==> config.mk <==
export PLATFORM = sky130hd
export DESIGN_NAME = event_request_input_channel
export DESIGN_NICKNAME = d
export VERILOG_FILES = /design/src/inc/eru_channel_pkg.sv /design/src/hdl/eru_input_filter.sv /design/src/hdl/event_request_input_channel.sv
export SDC_FILE = /design/constraint.sdc
export NUM_CORES = 1
export LEC_CHECK = 0
export ABC_AREA = 1
export BUFFER_PORTS_ARGS = -buffer_cell sky130_fd_sc_hd__buf_2
export CAP_MARGIN = 40
export CELL_PAD_IN_SITES_DETAIL_PLACEMENT = 0
export CELL_PAD_IN_SITES_GLOBAL_PLACEMENT = 1
export CORE_UTILIZATION = 40
export CTS_CLUSTER_DIAMETER = 100
export DETAILED_ROUTE_END_ITERATION = 8
export PLACE_DENSITY_LB_ADDON = 0.1
export SETUP_SLACK_MARGIN = 0.4
export SLEW_MARGIN = 20
export SYNTH_ARGS = -nofsm -noshare
export SYNTH_HDL_FRONTEND = slang
export SYNTH_SLANG_ARGS = --single-unit
==> constraint.sdc <==
create_clock -name clk -period 3.6 [get_ports clk]
set_input_delay 0 -clock clk [delete_from_list [all_inputs] [get_ports clk]]
set_output_delay 0 -clock clk [all_outputs]
set_load 0.02 [all_outputs]
==> src/inc/eru_channel_pkg.sv <==
// Package with constants for the event request input channel
`default_nettype none
package eru_channel_pkg;
    // Source selector width (four sources)
    localparam int unsigned SEL_W          = 2;
    // Filter depth and divider field widths
    localparam int unsigned DEPTH_W        = 4;
    localparam int unsigned DIV_W          = 4;
    // Reset values of the control settings
    localparam logic [1:0]  SEL_RESET      = 2'h0;
    localparam logic        EDGE_EN_RESET  = 1'b0;
    localparam logic        FILT_EN_RESET  = 1'b0;
    localparam logic [3:0]  DEPTH_RESET    = 4'h0;
    localparam logic [3:0]  DIV_RESET      = 4'h0;
    // Output routing: one of eight output stages
    localparam int unsigned ROUTE_W        = 3;
    localparam logic [2:0]  ROUTE_RESET    = 3'h0;
endpackage : eru_channel_pkg
`default_nettype wire

==> src/hdl/eru_input_filter.sv <==
// Digital input filter clocked by a divided peripheral bus clock
`default_nettype none
module eru_input_filter
#(
    parameter int unsigned DEPTH_W = 4,
    parameter int unsigned DIV_W   = 4
)
(
    input  wire logic               clk,
    input  wire logic               sys_rst,
    input  wire logic               filt_en,
    input  wire logic [DEPTH_W-1:0] depth,
    input  wire logic [DIV_W-1:0]   div,
    input  wire logic               raw_in,
    output logic                    filt_out
);
    logic [DIV_W-1:0]   div_cnt;
    logic [DEPTH_W-1:0] stable_cnt;
    logic               tick;

    // Divider tick every div+1 cycles
    assign tick = (div_cnt == div);

    always_ff @(posedge clk)
    begin
        if (sys_rst || tick)
            div_cnt <= '0;
        else
            div_cnt <= div_cnt + 1'b1;
    end

    // Output follows input once stable for depth ticks, or directly when off
    always_ff @(posedge clk)
    begin
        if (sys_rst)
        begin
            stable_cnt <= '0;
            filt_out   <= 1'b0;
        end
        else if (!filt_en || depth == '0)
        begin
            stable_cnt <= '0;
            filt_out   <= raw_in;
        end
        else if (raw_in == filt_out)
            stable_cnt <= '0;
        else if (tick)
        begin
            if (stable_cnt + 1'b1 >= depth)
            begin
                filt_out   <= raw_in;
                stable_cnt <= '0;
            end
            else
                stable_cnt <= stable_cnt + 1'b1;
        end
    end
endmodule : eru_input_filter
`default_nettype wire

==> src/hdl/event_request_input_channel.sv <==
// Input channel of the event request unit: select, filter, edge detect, flag
// Operation
// - A change of the control settings alone can make the edge detector see an event.
// - Switching the selector from a high source to a low source with falling enable set flags and forwards an edge.
// - With both edge enables clear, any edge arriving at detection is discarded.
// - A filtered edge takes depth times (divider plus one) cycles to reach detection; software waits that long.
`default_nettype none
module event_request_input_channel
    import eru_channel_pkg::*;
#(
    parameter int unsigned N_SRC = 4
)
(
    input  wire logic                                 clk,
    input  wire logic                                 sys_rst,
    input  wire logic [N_SRC-1:0]                     src_in,
    input  wire logic                                 ctrl_wr,
    input  wire logic [eru_channel_pkg::SEL_W-1:0]    input_source_select,
    input  wire logic                                 rising_edge_enable,
    input  wire logic                                 falling_edge_enable,
    input  wire logic [eru_channel_pkg::ROUTE_W-1:0]  route_sel,
    input  wire logic                                 filt_wr,
    input  wire logic                                 filter_enable,
    input  wire logic [eru_channel_pkg::DEPTH_W-1:0]  filter_depth,
    input  wire logic [eru_channel_pkg::DIV_W-1:0]    filter_clock_divider,
    input  wire logic                                 flag_clear,
    output logic                                      channel_event_flag,
    output logic [7:0]                                trigger_out,
    output logic                                      level_out
);
    import eru_channel_pkg::*;

    logic [SEL_W-1:0]   sel;
    logic               ren;
    logic               fen;
    logic [ROUTE_W-1:0] route;
    logic               f_en;
    logic [DEPTH_W-1:0] f_depth;
    logic [DIV_W-1:0]   f_div;
    logic               raw_level;
    logic               filt_level;
    logic               prev_level;
    logic               rise;
    logic               fall;
    logic               edge_hit;

    // Input channel control register, rewritten whole on each write
    always_ff @(posedge clk)
    begin
        if (sys_rst)
        begin
            sel   <= SEL_RESET;
            ren   <= EDGE_EN_RESET;
            fen   <= EDGE_EN_RESET;
            route <= ROUTE_RESET;
        end
        else if (ctrl_wr)
        begin
            sel   <= input_source_select;
            ren   <= rising_edge_enable;
            fen   <= falling_edge_enable;
            route <= route_sel;
        end
    end

    // Input filter control register
    always_ff @(posedge clk)
    begin
        if (sys_rst)
        begin
            f_en    <= FILT_EN_RESET;
            f_depth <= DEPTH_RESET;
            f_div   <= DIV_RESET;
        end
        else if (filt_wr)
        begin
            f_en    <= filter_enable;
            f_depth <= filter_depth;
            f_div   <= filter_clock_divider;
        end
    end

    // Source multiplexer; a selector change is seen as a level change
    assign raw_level = src_in[sel];

    eru_input_filter
    #(
        .DEPTH_W (DEPTH_W),
        .DIV_W   (DIV_W)
    )
    u_filter
    (
        .clk      (clk),
        .sys_rst  (sys_rst),
        .filt_en  (f_en),
        .depth    (f_depth),
        .div      (f_div),
        .raw_in   (raw_level),
        .filt_out (filt_level)
    );

    // Previous sampled level, updated every cycle regardless of enables
    always_ff @(posedge clk)
    begin
        if (sys_rst)
            prev_level <= 1'b0;
        else
            prev_level <= filt_level;
    end

    // Edge detection gated by the enables; disabled edges are swallowed
    assign rise     = filt_level & ~prev_level & ren;
    assign fall     = ~filt_level & prev_level & fen;
    assign edge_hit = rise | fall;

    // Sticky event flag; a new edge wins over a clear
    always_ff @(posedge clk)
    begin
        if (sys_rst)
            channel_event_flag <= 1'b0;
        else if (edge_hit)
            channel_event_flag <= 1'b1;
        else if (flag_clear)
            channel_event_flag <= 1'b0;
    end

    // One-cycle trigger to the configured output stage
    always_ff @(posedge clk)
    begin
        if (sys_rst)
            trigger_out <= 8'h00;
        else
            trigger_out <= edge_hit ? (8'h01 << route) : 8'h00;
    end

    // Registered filtered level for status
    always_ff @(posedge clk)
    begin
        if (sys_rst)
            level_out <= 1'b0;
        else
            level_out <= filt_level;
    end
endmodule : event_request_input_channel
`default_nettype wire

==> flow_summary_export.csv, run 1 <==
group,metric,value,unit
outcome,outcome,"complete, no violations",
clock_tree,cts_resized,0,
synth,synth.top_cell.area_share,0.491,
clock_tree,hold_buffers,23,
clock_tree,tritoncts,"yes",
global_route,number_of_global_route_vias_before_repair,1192,
clock_tree,tritoncts_num_sinks,35,
sta,setup_viol,0,
critical_path,crit_path_max_fanout,5,
global_route,globalRoute.totalOverflow,0,
die,die_h,61.7,um
drt,detail_route.wirelength,2.89,mm
clock_tree,cts_htree_levels,2,
sta,relSlewSlack,0.631,
sta,timing.final.crit_share,0.498,
sta,maxClockFrequency,558,MHz
die,initial_utilization,0.424,
cells_and_area,num-fill-cells,342,
synth,synth.cell_area,0.00143,mm^2
clock_tree,cts_buffers,5,
placement,detailedPlacementHpwl,2.03,mm
sta,layout_min_cycle_time,1.79,ns
synth,synth_fp_nets,217,
drt,num_vias,1349,
sta,worst-slew-pin-transition,0.553,ns
synth,synth_largest_area_cell,"dfxtp_1",
clock_tree,cts_post_setup_buffers_inserted,0,
die,boundaryPins,35,
sta,finalHoldViolations,0,
cells_and_area,drive_gt1_frac,0.182,
drt,first_pass_iters,4,
drt,post_drt_via_cell_ratio,4.60,
synth,synthCells,186,
clock_tree,cts_root_buf,"clkbuf_4",
flow_run,cap_viol_max_count,0,
global_route,grt_pass1_wl,4.84,mm
cells_and_area,antenna_cells_inserted,0,
synth,netlist-cell-type-count,17,
global_route,track_usage,0.176,
global_route,antenna_found_initial,0,
sta,worst_hold_margin,0.0892,ns
power_and_ir_drop,leakage,0.917,nW
worst_hold_path,hold_wc_path_type,"in -> reg",
drt,postRouteAntennaNets,0,
drt,post-route-drc-count,0,
synth,synth_seq_cells,35,
synth,netlist_top_cells_area,"dfxtp_1 49%, nand2_1 10%, nor2_1 7.1%, o21ai_0 6.3%, a21oi_1 6.0%",
sta,setup_repair_after_global_routing_missed_its_margin,"false",
drt,route.detailed.wl_per_inst,9.86,um
critical_path,cp_data_arrival_time,2.06,ns
critical_path,critical_path.startpoint_type,"flip-flop",
power_and_ir_drop,power.density_cell_area,421,mW/mm^2
cells_and_area,design.final.nets,277,
clock_tree,clock_path_buffers,2,
placement,buffer_ports.inserted,34,
clock_tree,insertion_delay,0.34,ns
clock_tree,clk_pin_slew,0.12,ns
cells_and_area,most-common-layout-cells,"38 x nand2_1, 35 x dfxtp_1, 34 x buf_2, 27 x nor2_1, 23 x dlygate4sd3_1",
critical_path,worst-setup-path-type,"reg -> reg",
synth,synth_seq_area_share,0.491,
critical_path,cp_data_required_time,3.87,ns
sta,finClkSkew,0.0196,ns
power_and_ir_drop,max-vdd-ir-drop,251,uV
synth,yosysWarningCount,0,
sta,timing.final.max_slew_violations,0,
synth,synth_area_per_cell,7.67,um^2
drt,drtIter0Drc,50,
die,floorplan.rows,21,
cells_and_area,area_growth_syn_to_layout,36.8,%
critical_path,cp-end-kind,"flip-flop",
sta,final_total_negative_setup_slack,0,ns
cells_and_area,commonest_non_fill_non_tap_cell_in_the_layout,"nand2_1",
placement,globalplace.congestion,0.811,
global_route,pin_count_of_the_biggest_net_entering_global_routing,23,
die,die_ar,0.00381,mm^2
die,die_x,61.7,um
die,design.core.area,0.00336,mm^2
-- cells in the mapped netlist (all sizes together) --
master and number:
a21oi 17, and2 1, buf 1, clkbuf 3, dfxtp 35, ha 6
inv 21, nand2 38, nand3 8, nand4 1, nor2 28, nor3 1
o21ai 18, or2 1, xnor2 4, xor2 3
-- worst paths after layout --
| path | startpoint | end | slack, ns | cells after the start |
|---|---|---|---|---|
| worst max-delay path | u_filter.stable_cnt[0] | u_filter.stable_cnt[3] | 1.81 | 10 |
| worst min-delay path | ctrl_wr | route[1] | 0.09 | 3 |
| worst max register to register | u_filter.stable_cnt[0] | u_filter.stable_cnt[3] | 1.81 | 10 |
| worst min register to register | channel_event_flag | channel_event_flag | 0.47 | 2 |
-- flip-flops by register name (all words and copies together) (netlist names) --
register             cells
channel_event_flag       1
f_depth                  4
f_div                    4
f_en                     1
fen                      1
level_out                1
ren                      1
route                    3
sel                      2
trigger_out              8
u_filter.div_cnt         4
u_filter.filt_out        1
u_filter.stable_cnt      4
-- final cells by class --
class,instances,area [um^2],area share
repair buffers,57,400,0.205
clock buffers,5,37.5,0.0192
clock inverters,3,43.8,0.0225
flip-flops and latches,35,701,0.359
multi-input cells,126,632,0.324
well taps,46,57.6,0.0295
inverters,21,78.8,0.0404
-- stage by stage --
stage	power (mW)	cells	utilization	area, um^2	setup WS, ns
3_5_place_dp	0.530	262	0.487	1640	1.86
3_3_place_gp	0.526	262	0.487	1640	1.92
6_report	0.821	293	0.580	1950	1.81
2_1_floorplan	0.499	186	-	1430	2.01
4_1_cts	0.831	293	0.580	1950	1.80
5_1_grt	0.872	293	0.580	1950	1.58
-- cells by family (layout without fill, tap and decap cells) --
family | Yosys count | in the layout | synth area share
and+or+nand+nor | 78 | 78 | 0.225
buffers and inverters | 25 | 86 | 0.0658
xor gates and xnor gates | 7 | 7 | 0.0430
adders and majority gates | 6 | 6 | 0.0526
AOI/OAI and AO/OA | 35 | 35 | 0.123
DFF | 35 | 35 | 0.491
-- worst max-delay path, stage by stage, from the launching register on --
cell and delay, ns:
dfxtp_1 0.42, ha_1 0.19, xor2_1 0.18, ha_1 0.25, nand2_1 0.06, inv_1 0.05, nand3_1 0.07, nand3_1 0.13
nor2_2 0.18, nand2_1 0.07, a21oi_1 0.12
-- metal layers --
layer / wire [um] / up-vias / global-route usage
met2: 1420 / 29 / 0.290
met4: 33 / 0 / 0.0762
li1: - / 713 / -
met1: 1310 / 603 / 0.212
met3: 130 / 4 / 0.0559
met5: 0 / - / 0
-- report_power, final --
part / total (mW) / switching [mW] / leakage [nW] / internal (mW)
clock: 0.280 / 0.134 / 0.0452 / 0.146
sequential: 0.422 / 0.0142 / 0.287 / 0.408
combinational: 0.120 / 0.0631 / 0.585 / 0.0564
No activity file was read; power rests on OpenSTA's default activity.
==> inputs of run 2 (changes only) <==
- CORE_UTILIZATION: 40 -> 37
- clock period: 3.6 -> 1.85 ns (I/O delays scaled with it)
==> run 2 against run 1 <==
Final cell count is 2.7% lower. Fmax is 9.0% higher. Total power is 110% higher. Combinational power is 93% higher. First-iteration DRC count is 24% higher. Register-to-register slack worse by 1.6 ns. Highest routed layer unchanged. Hold slack worse by 0.088 ns. Clock skew is 0.016 ns lower. Utilization is 3.7 points lower. Die area is 7.8% higher. Flip-flop and latch count stayed put. Critical endpoint is now u_filter.filt_out.
==> flow_summary_export.csv, run 2 (same netlist as run 1, synthesis figures left out) <==
group,metric,value,unit
die,die_ar,0.00411,mm^2
global_route,globalRoute.totalOverflow,0,
global_route,antenna_found_initial,0,
cells_and_area,regMostFlops,"trigger_out",
worst_hold_path,hold_path_depth,3,
sta,finalHoldViolations,0,
worst_hold_path,hp-start,"filter_depth[1]",
cells_and_area,design.final.nets,267,
placement,detailedPlacementHpwl,2.14,mm
die,initial_utilization,0.387,
sta,relSlewSlack,0.711,
worst_hold_path,hold_wc_path_type,"in -> reg",
die,die_h,64.1,um
critical_path,worstReg2RegStart,"u_filter.stable_cnt[0]",
critical_path,worstPathCellList,"ha_4 > xor2_2 > ha_1 > nand2_1 > inv_2 > nand3_2 > nand3_4 > nand2_2 > nand2_2 > nand2_1 > nand2_1 > nor2_1",
cells_and_area,area_growth_syn_to_layout,40.4,%
cells_and_area,layout.core_utilization,0.543,
cells_and_area,most-common-layout-cells,"35 x nand2_1, 34 x buf_2, 32 x dfxtp_1, 27 x nor2_1, 20 x inv_1",
cells_and_area,finish.cell_count_without_fillers,285,
cells_and_area,num-fill-cells,365,
flow_run,cap_viol_max_count,0,
die,die_x,64.1,um
critical_path,worst-setup-path-type,"reg -> reg",
critical_path,worst_path_max_delay_cell,"dfxtp_4",
critical_path,most_frequent_cp_cell,"nand2_1",
drt,detail_route.wirelength,2.96,mm
die,design.core.area,0.00369,mm^2
power_and_ir_drop,power.density_cell_area,861,mW/mm^2
clock_tree,tritoncts_num_sinks,35,
placement,buffer_ports.inserted,34,
critical_path,critical_path.startpoint_type,"flip-flop",
cells_and_area,commonest_non_fill_non_tap_cell_in_the_layout,"nand2_1",
critical_path,cp_data_required_time,2.07,ns
placement,placement.setup.worst_slack,0.161,ns
clock_tree,tritoncts,"yes",
sta,finClkSkew,0.00371,ns
critical_path,timing.critical_path.from,"u_filter.stable_cnt[0]",
placement,globalplace.congestion,0.816,
sta,layout_min_cycle_time,1.64,ns
sta,timing.final.max_slew_violations,0,
critical_path,worst_r2r_path_depth,12,
sta,maxClockFrequency,608,MHz
clock_tree,cts_root_buf,"clkbuf_8",
outcome,outcome,"complete, no violations",
global_route,pin_count_of_the_biggest_net_entering_global_routing,17,
die,boundaryPins,35,
clock_tree,cts_htree_levels,2,
global_route,track_usage,0.155,
global_route,grt_pass1_wl,4.81,mm
drt,first_pass_iters,4,
drt,drtIter0Drc,62,
drt,post_drt_via_cell_ratio,4.42,
clock_tree,insertion_delay,0.28,ns
critical_path,crit_path_max_incr_delay,0.37,ns
sta,setup_viol,0,
sta,worst_slack,0.206,ns
drt,num_vias,1260,
power_and_ir_drop,leakage,0.902,nW
cells_and_area,drive_gt1_frac,0.278,
cells_and_area,antenna_cells_inserted,0,
critical_path,cp_data_arrival_time,1.86,ns
critical_path,crit_path_max_fanout,3,
sta,setup_repair_after_global_routing_missed_its_margin,"true",
clock_tree,cts_buffers,5,
die,floorplan.rows,22,
worst_hold_path,hold_end,"f_depth[1]",
drt,post-route-drc-count,0,
cells_and_area,largest_register_ffs,8,
critical_path,crit-reg2reg-capture,"u_filter.filt_out",
clock_tree,clk_pin_slew,0.07,ns
power_and_ir_drop,max-vdd-ir-drop,438,uV
drt,route.detailed.wl_per_inst,10.4,um
sta,worst-slew-pin-transition,0.434,ns
drt,postRouteAntennaNets,0,
critical_path,cp-end-kind,"flip-flop",
placement,place.detailed.instances,265,
sta,timing.final.crit_share,0.889,
critical_path,r2r_slack,0.21,ns
clock_tree,clock_path_buffers,2,
global_route,number_of_global_route_vias_before_repair,1124,
sta,final_total_negative_setup_slack,0,ns
[run 2: worst max-delay path: cells and delay by family, from the launching register on]
family,cells,cell delay (ns)
simple gates,8,0.56
fa+ha+maj,2,0.46
buf+inv,1,0.05
xor+xnor,1,0.14
flops,1,0.37
[run 2: worst max-delay path by stage]
stage | to | slack (ns) | cells past startpoint
global placement | u_filter.filt_out | 0.25 | 11
floorplan | u_filter.filt_out | 0.35 | 11
global route | u_filter.filt_out | 0.12 | 12
detailed placement | u_filter.filt_out | 0.16 | 10
CTS | u_filter.filt_out | 0.22 | 12
finish | u_filter.filt_out | 0.21 | 12
[run 2: layout make-up]
| type | instances | area, um^2 | share of cell area |
|---|---|---|---|
| inverter | 21 | 78.8 | 0.0394 |
| multi-input combinational | 126 | 737 | 0.368 |
| tap | 48 | 60.1 | 0.0300 |
| clock buffer | 5 | 68.8 | 0.0344 |
| timing repair buffer | 47 | 303 | 0.151 |
| clock inverter | 3 | 43.8 | 0.0219 |
| sequential | 35 | 712 | 0.355 |
[run 2: power by group]
part | switching, mW | internal, mW
clock network | 0.276 | 0.401
logic | 0.132 | 0.0988
registers | 0.0274 | 0.789
[run 2: timing repair]
action	4_1_cts	5_1_grt
setup endpoints to repair	5	5
setup buffers	3	0
hold buffers	9	0
hold endpoints to repair	8	0
gates resized for setup	9	11
pin swaps	8	8
[run 2: metal layers]
layer | part of all wire | GRT usage | routed length (um)
met5 | 0 | 0 | 0
met4 | 0.0061 | 0.0417 | 18
met3 | 0.064 | 0.0536 | 190
met2 | 0.44 | 0.242 | 1310
met1 | 0.49 | 0.203 | 1450
[run 2: metrics by stage]
step | instance area, um^2 | hold WS (ns) | power [mW]
floorplan | 1450 | 0.0724 | 0.973
global placement | 1670 | 0.176 | 1.03
detailed placement | 1670 | 0.183 | 1.04
CTS | 1950 | 0.000316 | 1.73
global route | 2000 | 0.0133 | 1.83
finish | 2000 | 0.00141 | 1.73
==> inputs of run 3 (changes only) <==
- ABC_AREA: 1 -> default
- CORE_MARGIN: default -> 2
- CORE_UTILIZATION: 37 -> 40
==> run 3 against run 2 <==
Fmax down 10%. Total power shrank 7.8%. First-iteration DRC count down 73%. Critical endpoint unchanged.
==> flow_summary_export.csv, run 3 <==
group,metric,value,unit
outcome,outcome,"complete, no violations",
synth,synth_largest_area_cell,"dfxtp_1",
sta,setup_repair_after_global_routing_missed_its_margin,"true",
clock_tree,clock_path_buffers,2,
cells_and_area,largest_register_ffs,8,
power_and_ir_drop,power.density_cell_area,786,mW/mm^2
power_and_ir_drop,logic_gate_share_of_total_power,0.150,
flow_run,cap_viol_max_count,0,
sta,finalHoldViolations,0,
sta,setup_viol,0,
cells_and_area,most-common-layout-cells,"34 x buf_2, 32 x dfxtp_1, 23 x nor2_1, 16 x mux2i_1, 16 x dlygate4sd3_1",
global_route,track_usage,0.166,
cells_and_area,regMostFlops,"trigger_out",
clock_tree,clk_pin_slew,0.07,ns
placement,globalplace.congestion,0.698,
placement,detailedPlacementHpwl,2.17,mm
power_and_ir_drop,power.share.sequential,0.516,
drt,first_pass_iters,4,
clock_tree,cts_post_setup_buffers_inserted,0,
cells_and_area,drive_gt1_frac,0.299,
synth,yosysWarningCount,0,
synth,ys_flop_type,"dfxtp_1",
critical_path,crit_path_max_incr_delay,0.34,ns
clock_tree,tritoncts_num_sinks,35,
synth,synth_seq_cells,35,
placement,placement.setup.worst_slack,-0.0112,ns
synth,yosys-top-cells-count,"35 x dfxtp_1, 23 x nor2_1, 16 x mux2i_1",
drt,post-route-drc-count,0,
critical_path,crit_path_max_fanout,3,
clock_tree,cts_buffers,5,
placement,place.detailed.instances,225,
die,die_x,64.7,um
placement,buffer_ports.inserted,34,
critical_path,cp_data_required_time,2.03,ns
cells_and_area,commonest_non_fill_non_tap_cell_in_the_layout,"buf_2",
power_and_ir_drop,total_switching_power,0.410,mW
synth,synth.top_cell.area_share,0.476,
synth,synthCells,142,
critical_path,worst-setup-path-type,"reg -> reg",
power_and_ir_drop,clkPwrFrac,0.334,
synth,netlist_top_cells_area,"dfxtp_1 48%, mux2i_1 11%, nor2_1 5.9%, ha_1 5.1%, xnor2_1 3.6%",
sta,finClkSkew,0.00856,ns
clock_tree,cts_htree_levels,2,
sta,maxClockFrequency,547,MHz
cells_and_area,layout.core_utilization,0.561,
die,die_ar,0.00418,mm^2
synth,netlist-cell-type-count,33,
die,die_h,64.7,um
synth,synth.most_common_cell,"dfxtp_1",
drt,drtIter0Drc,17,
drt,postRouteAntennaNets,0,
global_route,number_of_global_route_vias_before_repair,1168,
drt,detail_route.wirelength,3.04,mm
clock_tree,insertion_delay,0.29,ns
synth,synth-edff-count,0,
critical_path,cp_data_arrival_time,2.01,ns
critical_path,worst_path_max_delay_cell,"dfxtp_2",
global_route,grt_pass1_wl,5.27,mm
sta,final_total_negative_setup_slack,0,ns
power_and_ir_drop,max-vdd-ir-drop,493,uV
critical_path,worstPathCellList,"ha_4 > xor2_1 > ha_1 > or2_1 > a21oi_4 > o311ai_2 > mux2_4",
power_and_ir_drop,leakage,0.895,nW
critical_path,worst_path_dominant_cell_family,"adder cells",
critical_path,buffers_and_inverters_on_the_worst_path,0,
global_route,antenna_found_initial,0,
cells_and_area,antenna_cells_inserted,0,
die,boundaryPins,35,
synth,synth_area_per_cell,10.4,um^2
sta,timing.final.crit_share,0.989,
sta,layout_min_cycle_time,1.83,ns
power_and_ir_drop,cellInternalPower,1.18,mW
synth,synth.cell_area,0.00147,mm^2
cells_and_area,finish.cell_count_without_fillers,249,
drt,post_drt_via_cell_ratio,4.79,
clock_tree,tritoncts,"yes",
critical_path,cp-end-kind,"flip-flop",
synth,ys_async_sr_fraction,0,
die,initial_utilization,0.408,
sta,worst_slack,0.0206,ns
global_route,globalRoute.totalOverflow,0,
clock_tree,cts_root_buf,"clkbuf_8",
global_route,pin_count_of_the_biggest_net_entering_global_routing,23,
cells_and_area,area_growth_syn_to_layout,37.6,%
worst_hold_path,hold_wc_path_type,"in -> reg",
sta,relSlewSlack,0.736,
sta,timing.final.max_slew_violations,0,
die,floorplan.rows,22,
sta,worst-slew-pin-transition,0.396,ns
power_and_ir_drop,netSwitchingFraction,0.257,
synth,synth_fp_nets,173,
die,design.core.area,0.00361,mm^2
drt,num_vias,1193,
cells_and_area,design.final.nets,231,
synth,synth_seq_area_share,0.476,
drt,route.detailed.wl_per_inst,12.2,um
critical_path,critical_path.startpoint_type,"flip-flop",
sta,worst_hold_margin,0.0186,ns
==> run 3: worst reg2reg max path, stage by stage, from the launching register on <==
cell and delay (ns):
dfxtp_2 0.34, ha_4 0.17, xor2_1 0.14, ha_1 0.26, or2_1 0.24, a21oi_4 0.15, o311ai_2 0.12, mux2_4 0.30
==> run 3: repair_timing <==
action,CTS,global route
hold buffers,16,0
gates cloned,0,0
endpoints found under the hold margin,16,0
setup endpoints to repair,5,6
gates resized for setup,2,3
==> run 3: kinds of logic (layout without fill, tap and decap cells) <==
kind of cell / Yosys count / after routing / share of synthesized area
and+or+nand+nor: 50 / 50 / 0.179
DFF: 35 / 35 / 0.476
muxes: 18 / 18 / 0.134
AOI/OAI and AO/OA: 14 / 14 / 0.0808
buffers and inverters: 10 / 69 / 0.0255
xor gates and xnor gates: 9 / 9 / 0.0536
adders and majority gates: 6 / 6 / 0.0510
==> run 3: power by group through the flow <==
| stage | clock network [mW] | logic (mW) | registers (mW) |
|---|---|---|---|
| after floorplan | 0 | 0.141 | 0.834 |
| after global placement | 0 | 0.208 | 0.839 |
| after detailed placement | 0 | 0.213 | 0.840 |
| after CTS | 0.552 | 0.240 | 0.823 |
| after global routing | 0.592 | 0.265 | 0.827 |
| final | 0.532 | 0.238 | 0.821 |
==> run 3: per-stage QoR <==
stage | total power, mW | cell area, um^2
floorplan | 0.975 | 1510
detailed placement | 1.05 | 1760
finish | 1.59 | 2020
CTS | 1.61 | 2010
global route | 1.68 | 2020
global placement | 1.05 | 1760
==> run 3: layer usage <==
metal / routed length [um] / track usage / vias up / share of wire
met5: 0 / 0 / - / 0
met4: 46 / 0.0559 / 0 / 0.015
met3: 137 / 0.0556 / 5 / 0.045
met2: 1450 / 0.275 / 26 / 0.48
met1: 1410 / 0.203 / 561 / 0.46
li1: - / - / 601 / -
==> run 3: final cells by class <==
class,count,area [um^2]
Fill cell,321,1580
Tap cell,48,60.1
Sequential cell,35,707
Inverter,6,22.5
Timing Repair Buffer,55,368
Multi-Input combinational cell,97,782
Clock buffer,6,72.6
Clock inverter,2,12.5
==> run 3: worst paths after layout <==
path                               start                  to  slack, ns  cells past startpoint
setup / recovery  u_filter.stable_cnt[0]   u_filter.filt_out       0.02                      7
hold / removal                flag_clear  channel_event_flag       0.02                      3
setup reg to reg  u_filter.stable_cnt[0]   u_filter.filt_out       0.02                      7
hold reg to reg       channel_event_flag  channel_event_flag       0.46                      1
